--- src/rtl/clkgen_pkg.sv ---
`default_nettype none
package clkgen_pkg;
   localparam int DATA_W = 32;
   localparam logic [7:0] ADDR_CTRL = 8'h00;
   localparam logic [7:0] ADDR_SPORT = 8'h04;
   localparam logic [7:0] ADDR_SPI = 8'h08;
   localparam logic [7:0] ADDR_STATUS = 8'h0c;
   localparam int CTRL_MULT_LSB = 0;
   localparam int CTRL_MULT_W = 6;
   localparam int CTRL_USE_SW = 8;
   localparam logic [5:0] RATIO_00 = 6'h06;
   localparam logic [5:0] RATIO_01 = 6'h20;
   localparam logic [5:0] RATIO_10 = 6'h10;
   localparam logic [5:0] RATIO_11 = 6'h06;
   localparam logic [15:0] SPORT_DIV_RST = 16'h0002;
   localparam logic [15:0] SPI_DIV_RST = 16'h0004;
   localparam int RST_REF_CYCLES = 4096;
   localparam int RST_CORE_CYCLES = 2;
   typedef enum logic [1:0] {
      RS_HOLD = 2'b00,
      RS_COUNT = 2'b01,
      RS_TAIL = 2'b10,
      RS_RUN = 2'b11
   } rst_state_t;
endpackage
`default_nettype wire

--- src/rtl/div_if.sv ---
`default_nettype none
interface div_if;
   logic [15:0] ratio;
   logic tick;
   logic clk_out;
   modport ctl(output ratio, input tick, input clk_out);
   modport div(input ratio, output tick, output clk_out);
endinterface
`default_nettype wire

--- src/rtl/clock_reset_generation.sv ---
// Function
// - Core clock enable times core, memory, ports
// - Ratio pins sampled while reset held
// - Peripheral clock is half core rate
// - Serial clock period equals peripheral times ratio
// - SPI clock period equals peripheral times baud
// - Ratios 6, 16, 32 plus software values
// - Core reset holds 4096 ref plus 2 core
// - Late release may add one ref cycle
//
// Implementation choices: the Wishbone slave port and the register addresses.
`default_nettype none
module clock_reset_generation
   import clkgen_pkg::*;
#(
   parameter int RST_REF = clkgen_pkg::RST_REF_CYCLES
) (
   input wire logic clk_i,
   input wire logic rst_i,
   input wire logic ref_clock_in_i,
   input wire logic reset_n_i,
   input wire logic [1:0] ratio_select_pins_i,
   input wire logic wb_cyc_i,
   input wire logic wb_stb_i,
   input wire logic wb_we_i,
   input wire logic [7:0] wb_adr_i,
   input wire logic [3:0] wb_sel_i,
   input wire logic [31:0] wb_dat_i,
   output logic [31:0] wb_dat_o,
   output logic wb_ack_o,
   output logic core_clk_en_o,
   output logic periph_clk_en_o,
   output logic sport_clk_o,
   output logic spi_clk_o,
   output logic core_reset_o
);
   import clkgen_pkg::*;

   // The delay counter is 16 bits and the sequencer needs two reference edges at least
   if (RST_REF < 2 || RST_REF > 65535) begin : g_bad_rst_ref
      $error("RST_REF out of range");
   end

   // Board-side pins are asynchronous to clk_i
   logic ref_lvl, ref_rise, rstn_lvl;
   logic [1:0] pins_lvl;
   ref_sync #(.W(1)) u_ref (.clk_i(clk_i), .rst_i(rst_i), .d_i(ref_clock_in_i), .q_o(ref_lvl), .rise_o(ref_rise));
   ref_sync #(.W(1)) u_rst (.clk_i(clk_i), .rst_i(rst_i), .d_i(reset_n_i), .q_o(rstn_lvl), .rise_o());
   ref_sync #(.W(2)) u_pin (.clk_i(clk_i), .rst_i(rst_i), .d_i(ratio_select_pins_i), .q_o(pins_lvl), .rise_o());

   function automatic logic [5:0] pin_ratio(input logic [1:0] p);
      case (p)
         2'b00: pin_ratio = RATIO_00;
         2'b01: pin_ratio = RATIO_01;
         2'b10: pin_ratio = RATIO_10;
         default: pin_ratio = RATIO_11;
      endcase
   endfunction

   // Registers
   logic [5:0] pin_mult_r, pin_mult_nxt;
   logic [5:0] sw_mult_r, sw_mult_nxt;
   logic use_sw_r, use_sw_nxt;
   logic [15:0] sport_div_r, sport_div_nxt;
   logic [15:0] spi_div_r, spi_div_nxt;
   logic ack_r, ack_nxt;
   logic [31:0] dat_r, dat_nxt;
   logic [5:0] mult;
   logic wr_ok, acc;

   // Ack gates acc, so a request still held in its ack cycle is not taken twice
   assign acc = wb_cyc_i && wb_stb_i && !ack_r;
   assign wr_ok = acc && wb_we_i;
   assign mult = use_sw_r ? sw_mult_r : pin_mult_r;

   // Reset sequencer state
   rst_state_t st_r, st_nxt;
   logic [15:0] rcnt_r, rcnt_nxt;
   logic [1:0] ccnt_r, ccnt_nxt;
   logic core_rst_r, core_rst_nxt;

   always_comb begin
      pin_mult_nxt = pin_mult_r;
      sw_mult_nxt = sw_mult_r;
      use_sw_nxt = use_sw_r;
      sport_div_nxt = sport_div_r;
      spi_div_nxt = spi_div_r;
      ack_nxt = acc;
      dat_nxt = dat_r;
      if (!rstn_lvl) begin
         pin_mult_nxt = pin_ratio(pins_lvl);
         use_sw_nxt = 1'b0;
      end
      if (acc) begin
         dat_nxt = 32'h0000_0000;
         if (wb_adr_i == ADDR_CTRL) begin
            dat_nxt = {23'h0, use_sw_r, 2'b00, mult};
            if (wr_ok && wb_sel_i[0]) sw_mult_nxt = wb_dat_i[CTRL_MULT_LSB +: CTRL_MULT_W];
            if (wr_ok && wb_sel_i[1] && rstn_lvl) use_sw_nxt = wb_dat_i[CTRL_USE_SW];
         end else if (wb_adr_i == ADDR_SPORT) begin
            dat_nxt = {16'h0, sport_div_r};
            if (wr_ok && wb_sel_i[0]) sport_div_nxt[7:0] = wb_dat_i[7:0];
            if (wr_ok && wb_sel_i[1]) sport_div_nxt[15:8] = wb_dat_i[15:8];
         end else if (wb_adr_i == ADDR_SPI) begin
            dat_nxt = {16'h0, spi_div_r};
            if (wr_ok && wb_sel_i[0]) spi_div_nxt[7:0] = wb_dat_i[7:0];
            if (wr_ok && wb_sel_i[1]) spi_div_nxt[15:8] = wb_dat_i[15:8];
         end else if (wb_adr_i == ADDR_STATUS) begin
            dat_nxt = {28'h0, pins_lvl, rstn_lvl, core_rst_r};
         end
      end
   end

   always_ff @(posedge clk_i) begin
      if (rst_i) begin
         pin_mult_r <= RATIO_00;
         sw_mult_r <= RATIO_00;
         use_sw_r <= 1'b0;
         sport_div_r <= SPORT_DIV_RST;
         spi_div_r <= SPI_DIV_RST;
         ack_r <= 1'b0;
         dat_r <= 32'h0000_0000;
      end else begin
         pin_mult_r <= pin_mult_nxt;
         sw_mult_r <= sw_mult_nxt;
         use_sw_r <= use_sw_nxt;
         sport_div_r <= sport_div_nxt;
         spi_div_r <= spi_div_nxt;
         ack_r <= ack_nxt;
         dat_r <= dat_nxt;
      end
   end
   assign wb_ack_o = ack_r;
   assign wb_dat_o = dat_r;

   // Core clock: mult back-to-back enables in one burst after each reference edge. Without a PLL
   // the core rate is emulated as ticks of clk_i; the first tick lands two clocks after ref_rise.
   logic [5:0] cpend_r, cpend_nxt;
   logic cen_r, cen_nxt;
   logic pen_r, pen_nxt;
   logic ph_r, ph_nxt;
   always_comb begin
      cpend_nxt = cpend_r;
      cen_nxt = 1'b0;
      if (ref_rise) begin
         cpend_nxt = mult;
      end else if (cpend_r != 6'h00) begin
         cpend_nxt = cpend_r - 6'h01;
         cen_nxt = 1'b1;
      end
      ph_nxt = cen_nxt ? ~ph_r : ph_r;
      pen_nxt = cen_nxt && ph_r;
   end
   always_ff @(posedge clk_i) begin
      if (rst_i) begin
         cpend_r <= 6'h00;
         cen_r <= 1'b0;
         pen_r <= 1'b0;
         ph_r <= 1'b0;
      end else begin
         cpend_r <= cpend_nxt;
         cen_r <= cen_nxt;
         pen_r <= pen_nxt;
         ph_r <= ph_nxt;
      end
   end
   assign core_clk_en_o = cen_r;
   assign periph_clk_en_o = pen_r;

   div_if sport_bus ();
   div_if spi_bus ();
   assign sport_bus.ratio = sport_div_r;
   assign spi_bus.ratio = spi_div_r;
   ratio_divider u_sport (.clk_i(clk_i), .rst_i(rst_i), .en_i(pen_r), .d(sport_bus.div));
   ratio_divider u_spi (.clk_i(clk_i), .rst_i(rst_i), .en_i(pen_r), .d(spi_bus.div));
   assign sport_clk_o = sport_bus.clk_out;
   assign spi_clk_o = spi_bus.clk_out;

   // Reset sequencer
   always_comb begin
      st_nxt = st_r;
      rcnt_nxt = rcnt_r;
      ccnt_nxt = ccnt_r;
      core_rst_nxt = 1'b1;
      case (st_r)
         RS_HOLD: begin
            rcnt_nxt = 16'h0000;
            if (rstn_lvl) st_nxt = RS_COUNT;
         end
         RS_COUNT: begin
            if (ref_rise) rcnt_nxt = rcnt_r + 16'h0001;
            if (ref_rise && rcnt_r == 16'(RST_REF - 1)) begin
               st_nxt = RS_TAIL;
               ccnt_nxt = 2'b00;
            end
         end
         RS_TAIL: begin
            if (cen_nxt) ccnt_nxt = ccnt_r + 2'b01;
            if (cen_nxt && ccnt_r == 2'(RST_CORE_CYCLES - 1)) begin
               st_nxt = RS_RUN;
               core_rst_nxt = 1'b0;
            end
         end
         default: core_rst_nxt = 1'b0;
      endcase
      if (!rstn_lvl) begin
         st_nxt = RS_HOLD;
         core_rst_nxt = 1'b1;
      end
   end
   always_ff @(posedge clk_i) begin
      if (rst_i) begin
         st_r <= RS_HOLD;
         rcnt_r <= 16'h0000;
         ccnt_r <= 2'b00;
         core_rst_r <= 1'b1;
      end else begin
         st_r <= st_nxt;
         rcnt_r <= rcnt_nxt;
         ccnt_r <= ccnt_nxt;
         core_rst_r <= core_rst_nxt;
      end
   end
   assign core_reset_o = core_rst_r;

   // Checks
   a_core_held: assert property (@(posedge clk_i) disable iff (rst_i)
      !rstn_lvl |=> core_reset_o) else $error("core reset released while pin low");
   a_count_ref: assert property (@(posedge clk_i) disable iff (rst_i)
      (st_r == RS_COUNT && !ref_rise && rstn_lvl) |=> $stable(rcnt_r)) else $error("count moved without ref edge");
   a_release_cnt: assert property (@(posedge clk_i) disable iff (rst_i)
      $fell(core_reset_o) |-> $past(rcnt_r) == 16'(RST_REF)) else $error("release before full ref count");
   a_tail_core: assert property (@(posedge clk_i) disable iff (rst_i)
      $fell(core_reset_o) |-> $past(st_r) == RS_TAIL && $past(cen_nxt)) else $error("release not on core tick");
   a_pin_sample: assert property (@(posedge clk_i) disable iff (rst_i)
      !rstn_lvl |=> pin_mult_r == pin_ratio($past(pins_lvl))) else $error("ratio pins not sampled");
   a_periph_half: assert property (@(posedge clk_i) disable iff (rst_i)
      periph_clk_en_o |-> core_clk_en_o) else $error("peripheral tick off core tick");
   a_core_burst: assert property (@(posedge clk_i) disable iff (rst_i)
      (ref_rise && mult != 6'h00) |=> ##1 core_clk_en_o) else $error("no core tick after ref edge");
   a_ratio_sel: assert property (@(posedge clk_i) disable iff (rst_i)
      (wr_ok && wb_adr_i == ADDR_CTRL && wb_sel_i[1:0] == 2'b11 && wb_dat_i[CTRL_USE_SW] && rstn_lvl)
      |=> mult == $past(wb_dat_i[CTRL_MULT_LSB +: CTRL_MULT_W])) else $error("software ratio not applied");

   // Core ticks since the last peripheral tick; only the ratio check reads it
   logic [1:0] since_pen_r, since_pen_nxt;
   always_comb begin
      since_pen_nxt = since_pen_r;
      if (periph_clk_en_o) begin
         since_pen_nxt = 2'b00;
      end else if (core_clk_en_o && since_pen_r != 2'b11) begin
         since_pen_nxt = since_pen_r + 2'b01;
      end
   end
   always_ff @(posedge clk_i) begin
      if (rst_i) begin
         since_pen_r <= 2'b00;
      end else begin
         since_pen_r <= since_pen_nxt;
      end
   end
   a_periph_ratio: assert property (@(posedge clk_i) disable iff (rst_i)
      core_clk_en_o |-> (periph_clk_en_o == (since_pen_r == 2'b01))) else $error("periph ratio off");

   // Core ticks counted per reference period against the ratio loaded at its edge.
   // A reference faster than mult+2 clocks truncates the burst, and this check says so.
   logic [6:0] burst_r, burst_nxt;
   logic [5:0] burst_mult_r, burst_mult_nxt;
   logic burst_ok_r, burst_ok_nxt;
   always_comb begin
      burst_nxt = burst_r;
      burst_mult_nxt = burst_mult_r;
      burst_ok_nxt = burst_ok_r;
      if (ref_rise) begin
         burst_nxt = 7'h00;
         burst_mult_nxt = mult;
         burst_ok_nxt = 1'b1;
      end else if (core_clk_en_o && burst_r != 7'h7f) begin
         burst_nxt = burst_r + 7'h01;
      end
   end
   always_ff @(posedge clk_i) begin
      if (rst_i) begin
         burst_r <= 7'h00;
         burst_mult_r <= 6'h00;
         burst_ok_r <= 1'b0;
      end else begin
         burst_r <= burst_nxt;
         burst_mult_r <= burst_mult_nxt;
         burst_ok_r <= burst_ok_nxt;
      end
   end
   a_burst_len: assert property (@(posedge clk_i) disable iff (rst_i)
      (ref_rise && burst_ok_r) |-> burst_r == {1'b0, burst_mult_r}) else $error("core tick count off ratio");

   c_release: cover property (@(posedge clk_i) disable iff (rst_i) $fell(core_reset_o));
   c_sw_ratio: cover property (@(posedge clk_i) disable iff (rst_i) use_sw_r && core_clk_en_o);
   c_rereset: cover property (@(posedge clk_i) disable iff (rst_i) st_r == RS_COUNT ##1 st_r == RS_HOLD);
   c_ratio_32: cover property (@(posedge clk_i) disable iff (rst_i) !rstn_lvl && pin_mult_r == RATIO_01);
   c_sport_tick: cover property (@(posedge clk_i) disable iff (rst_i) sport_bus.tick && sport_div_r == 16'h0003);
endmodule
`default_nettype wire

--- src/rtl/ratio_divider.sv ---
`default_nettype none
// Divides a base enable into a clock level; period is ratio base ticks, and 2 base ticks for a ratio below 2
module ratio_divider (
   input wire logic clk_i,
   input wire logic rst_i,
   input wire logic en_i,
   div_if.div d
);
   logic [15:0] cnt_r, cnt_nxt;
   logic lvl_r, lvl_nxt;
   logic tick_nxt;
   logic tick_r;
   logic [15:0] r;
   always_comb begin
      r = (d.ratio < 16'h0002) ? 16'h0002 : d.ratio;
      cnt_nxt = cnt_r;
      lvl_nxt = lvl_r;
      tick_nxt = 1'b0;
      if (en_i) begin
         if (cnt_r >= r - 16'h0001) begin
            cnt_nxt = 16'h0000;
            lvl_nxt = 1'b1;
            tick_nxt = 1'b1;
         end else begin
            cnt_nxt = cnt_r + 16'h0001;
            if (cnt_r + 16'h0001 == (r >> 1)) begin
               lvl_nxt = 1'b0;
            end
         end
      end
   end
   always_ff @(posedge clk_i) begin
      if (rst_i) begin
         cnt_r <= 16'h0000;
         lvl_r <= 1'b0;
         tick_r <= 1'b0;
      end else begin
         cnt_r <= cnt_nxt;
         lvl_r <= lvl_nxt;
         tick_r <= tick_nxt;
      end
   end
   assign d.tick = tick_r;
   assign d.clk_out = lvl_r;
endmodule
`default_nettype wire

--- src/rtl/ref_sync.sv ---
`default_nettype none
// Two-flop synchroniser plus rising-edge detect on the synchronised level
module ref_sync #(parameter int W = 1) (
   input wire logic clk_i,
   input wire logic rst_i,
   input wire logic [W-1:0] d_i,
   output logic [W-1:0] q_o,
   output logic [W-1:0] rise_o
);
   logic [W-1:0] s1_r, s2_r, s3_r;
   always_ff @(posedge clk_i) begin
      if (rst_i) begin
         s1_r <= '0;
         s2_r <= '0;
         s3_r <= '0;
      end else begin
         s1_r <= d_i;
         s2_r <= s1_r;
         s3_r <= s2_r;
      end
   end
   assign q_o = s2_r;
   assign rise_o = s2_r & ~s3_r;
endmodule
`default_nettype wire

--- config.mk ---
export PLATFORM = sky130hd
export DESIGN_NAME = clock_reset_generation
export DESIGN_NICKNAME = d
export VERILOG_FILES = /design/src/rtl/clkgen_pkg.sv /design/src/rtl/div_if.sv /design/src/rtl/clock_reset_generation.sv /design/src/rtl/ratio_divider.sv /design/src/rtl/ref_sync.sv
export SDC_FILE = /design/constraint.sdc
export NUM_CORES = 1
export LEC_CHECK = 0
export BUFFER_PORTS_ARGS = -buffer_cell sky130_fd_sc_hd__buf_2
export CAP_MARGIN = 15
export CORE_ASPECT_RATIO = 0.6
export CORE_MARGIN = 10
export CORE_UTILIZATION = 50
export DETAILED_ROUTE_END_ITERATION = 12
export MAX_ROUTING_LAYER = met4
export PLACE_DENSITY = 0.82
export REMOVE_ABC_BUFFERS = 1
export SYNTH_ARGS = -nofsm -noshare
export SYNTH_HDL_FRONTEND = slang
export SYNTH_HIERARCHICAL = 1
export SYNTH_SLANG_ARGS = --single-unit
--- constraint.sdc ---
create_clock -name clk_i -period 9.4 [get_ports clk_i]
set_clock_uncertainty 0.05 [all_clocks]
set_input_delay 1.41 -clock clk_i [delete_from_list [all_inputs] [get_ports clk_i]]
set_output_delay 1.41 -clock clk_i [all_outputs]
set_load 0.02 [all_outputs]
==> run summary <==
================================================================================
Outcome                                                                completed
Maximum clock frequency                                                0.198 GHz
Clock Path Buffers                                                             2
Starting Density                                                           0.515
Detailed Route WL                                                       22100 um
Pin count of the biggest net entering global routing                          60
Vias in the first global route                                              6834
Pin slew with the least headroom to its limit                            1.00 ns
Post-Syn Area                                                          8440 um^2
Setup repair after global routing missed its margin                           no
Final number of hold-violating endpoints                                       0
Routability congestion estimate from global placement                      0.927
Number of instances resized during post-cts repair                             0
Clock slew at reported path FFs                                          0.06 ns
Half-perimeter wire length after placement                              16000 um
Mean cell area of the mapped netlist                                   8.75 um^2
Post-Synthesis Cells                                                         965
Clock root cell                                                     sky130_fd_sc_hd__clkbuf_16
Postcts setup bufs                                                             0
DRT antenna net count                                                          0
Total area of multi-input combinational cells                          5390 um^2
Setup Total Neg Slack                                                       0 ns
Worst setup path start                                              spi_bus.ratio[5]$_SDFFE_PP0P_
Required time reported for the critical path endpoint                    9.68 ns
Combinational fraction of design power                                     0.158
Placement Rows                                                                36
Antenna diode instance count                                                   0
Switching portion of total power                                           0.285
Global-route usage over all layers                                         0.195
Wire length of the first global-routing pass                            35700 um
Setup Viol. Count Final                                                        0
Number of sinks on the clock net                                             132
Critical path launch point type                                         register
Die Footprint                                                         22600 um^2
Max Cap Viol                                                                   0
Hold_sp                                                             u_pin/s1_r[1]$_SDFF_PP0_
Footprint of the flip-flops and latches                                2640 um^2
CTS tree                                                                   built
Path type of the worst setup path                                   register to register
Growth of design area from synthesis to finish                             10.6%
Power density over cell area                                         166 nW/um^2
Yosys warning count                                                            6
Worst IR Drop VDD                                                       0.103 mV
Detailed Route Iter0 Violations                                              779
Final Max Slew Viols                                                           0
Net count reported at finish                                                1094
Die Y                                                                     121 um
Clk_lat worst skew                                                       0.43 ns
Overall power consumption                                              0.00155 W
Leakage power summed over all cells                                      3.62 nW
Total of buffers placed on input and output ports                             56
Max stage delay on crit path                                             0.56 ns
Wire per inst                                                            17.9 um
Hold-fix buffer count after cts                                                0
Path type of the worst min-delay path                               register to register
Share of layout cells above drive strength 1                               0.133
Most common cell on crit path                                       sky130_fd_sc_hd__ha_1
Number of H-tree branching levels                                              4
Worst-case headroom to the max-slew limit                                  0.327
Width of the die                                                          188 um
Via total after detailed routing                                            7368
Detailed-router iteration count before antenna repair                          5
Startpoint of the lowest-slack register-to-register path            spi_bus.ratio[5]$_SDFFE_PP0P_
Cell Int Power                                                         0.00111 W
Count of filler cells inserted in the layout                                1457
Sequential share of power                                                  0.392
Core region area                                                      16400 um^2
Fin crit period                                                          5.05 ns
Worst hold stages                                                              1
Sw power                                                              0.000443 W
FF-to-FF path depth                                                           17
CTS buffer count                                                              17
Share of power burned in the clock network                                 0.450
Remaining Overflow, GRT                                                        0
Critical path, cell by cell                                         or4_4 -> nand2b_4 -> nor4_4 -> and2_4 -> inv_1 -> o21ai_0 -> ha_1 -> nand2_1 -> nor3_1 -> xnor2_1 -> ha_1 -> a211o_1 -> a41o_1 -> a311oi_2 -> o2111ai_1 -> or3_1 -> o211ai_1
Data arrival time of the worst path                                      5.33 ns
Worst reg2reg setup slack                                                4.35 ns
Critical path's slowest cell                                        sky130_fd_sc_hd__or4_4
Average via count per standard cell                                         5.97
Count of unresolved DRC violations after routing                               0
IO Count                                                                      91
Final worst-path cycle share                                               0.537
Crit end category                                                       register
Number of antenna violations at the first check in global routing              0
Crit Path Max Fanout                                                          11
================================================================================
==> cell type report <==
| type | instances | share of cell area |
|---|---|---|
| Multi-Input combinational cell | 759 | 0.577 |
| Inverter | 23 | 0.00925 |
| Tap cell | 228 | 0.0306 |
| Clock buffer | 19 | 0.0475 |
| Clock inverter | 13 | 0.0182 |
| Timing Repair Buffer | 61 | 0.0340 |
| Sequential cell | 132 | 0.283 |
==> registers in the layout, indices dropped and copies added, names as in the netlist, 2 cells and up <==
| name | count |
|---|---|
| rcnt_r | 16 |
| spi_bus.ratio | 16 |
| sport_bus.ratio | 16 |
| u_spi/cnt_r | 16 |
| u_sport/cnt_r | 16 |
| wb_dat_o | 16 |
| cpend_r | 6 |
| sw_mult_r | 6 |
| pin_mult_r | 3 |
| ccnt_r | 2 |
| st_r | 2 |
| u_pin/q_o | 2 |
| u_pin/s1_r | 2 |
==> path summary, 6_finish.rpt <==
kind	endpoint
min reg2reg	u_pin/q_o[1]$_SDFF_PP0_
min	u_pin/q_o[1]$_SDFF_PP0_
max reg2reg	u_spi/cnt_r[10]$_SDFFE_PP0P_
max	u_spi/cnt_r[10]$_SDFFE_PP0P_
==> metrics by stage <==
| stage | utilization | instance area [um^2] | hold slack [ns] | worst slack, ns | instances |
|---|---|---|---|---|---|
| 6_report | 0.569 | 9330 | 0.388 | 4.35 | 1235 |
| 5_1_grt | 0.569 | 9330 | 0.411 | 4.11 | 1235 |
| 4_1_cts | 0.569 | 9330 | 0.390 | 4.49 | 1234 |
| 3_5_place_dp | 0.531 | 8710 | 0.377 | 4.53 | 1202 |
| 3_3_place_gp | 0.531 | 8710 | 0.369 | 4.58 | 1202 |
| 2_1_floorplan | - | 8120 | 0.364 | 5.31 | 914 |
==> power groups by stage <==
| stage | clock, W | sequential (W) | combinational, W |
|---|---|---|---|
| after floorplan | 0 | 0.000624 | 0.000157 |
| after global placement | 0 | 0.000619 | 0.000225 |
| final | 0.000699 | 0.000608 | 0.000245 |
| after global routing | 0.000730 | 0.000611 | 0.000267 |
| after CTS | 0.000705 | 0.000608 | 0.000236 |
| after detailed placement | 0 | 0.000620 | 0.000233 |
==> layer usage <==
| layer | GRT usage | share of wire | routed length, um | vias to the layer above |
|---|---|---|---|---|
| li1 | - | - | - | 3489 |
| met4 | 0.0443 | 0.0099 | 218 | 0 |
| met1 | 0.277 | 0.47 | 10400 | 3506 |
| met2 | 0.272 | 0.41 | 9110 | 344 |
| met5 | - | 0 | 0 | - |
| met3 | 0.0448 | 0.10 | 2320 | 29 |
==> critical path: cells and delay by family, from the launching register on <==
kind	cells	cell delay (ns)
adder cells (fa/ha/maj)	2	0.48
AND/OR/NAND/NOR	7	2.18
AO/OA/AOI/OAI	6	1.67
XOR/XNOR	1	0.10
buffers and inverters	1	0.05
flip-flops	1	0.43
==> layout by cell type, fill, tap and decap left out, types with 17 or more instances in the layout <==
master / instances
sky130_fd_sc_hd__nand3_1: 30
sky130_fd_sc_hd__nor2b_1: 17
sky130_fd_sc_hd__o21ai_0: 29
sky130_fd_sc_hd__nand2_1: 58
sky130_fd_sc_hd__nand2b_1: 67
sky130_fd_sc_hd__ha_1: 47
sky130_fd_sc_hd__inv_1: 23
sky130_fd_sc_hd__nand4_1: 18
sky130_fd_sc_hd__clkbuf_16: 17
sky130_fd_sc_hd__xor2_1: 40
sky130_fd_sc_hd__a21oi_1: 41
sky130_fd_sc_hd__mux2i_1: 51
sky130_fd_sc_hd__xnor2_1: 49
sky130_fd_sc_hd__or3_1: 17
sky130_fd_sc_hd__buf_2: 56
sky130_fd_sc_hd__dfxtp_1: 132
sky130_fd_sc_hd__nor2_1: 80
Power figures use the tool's default switching activity.
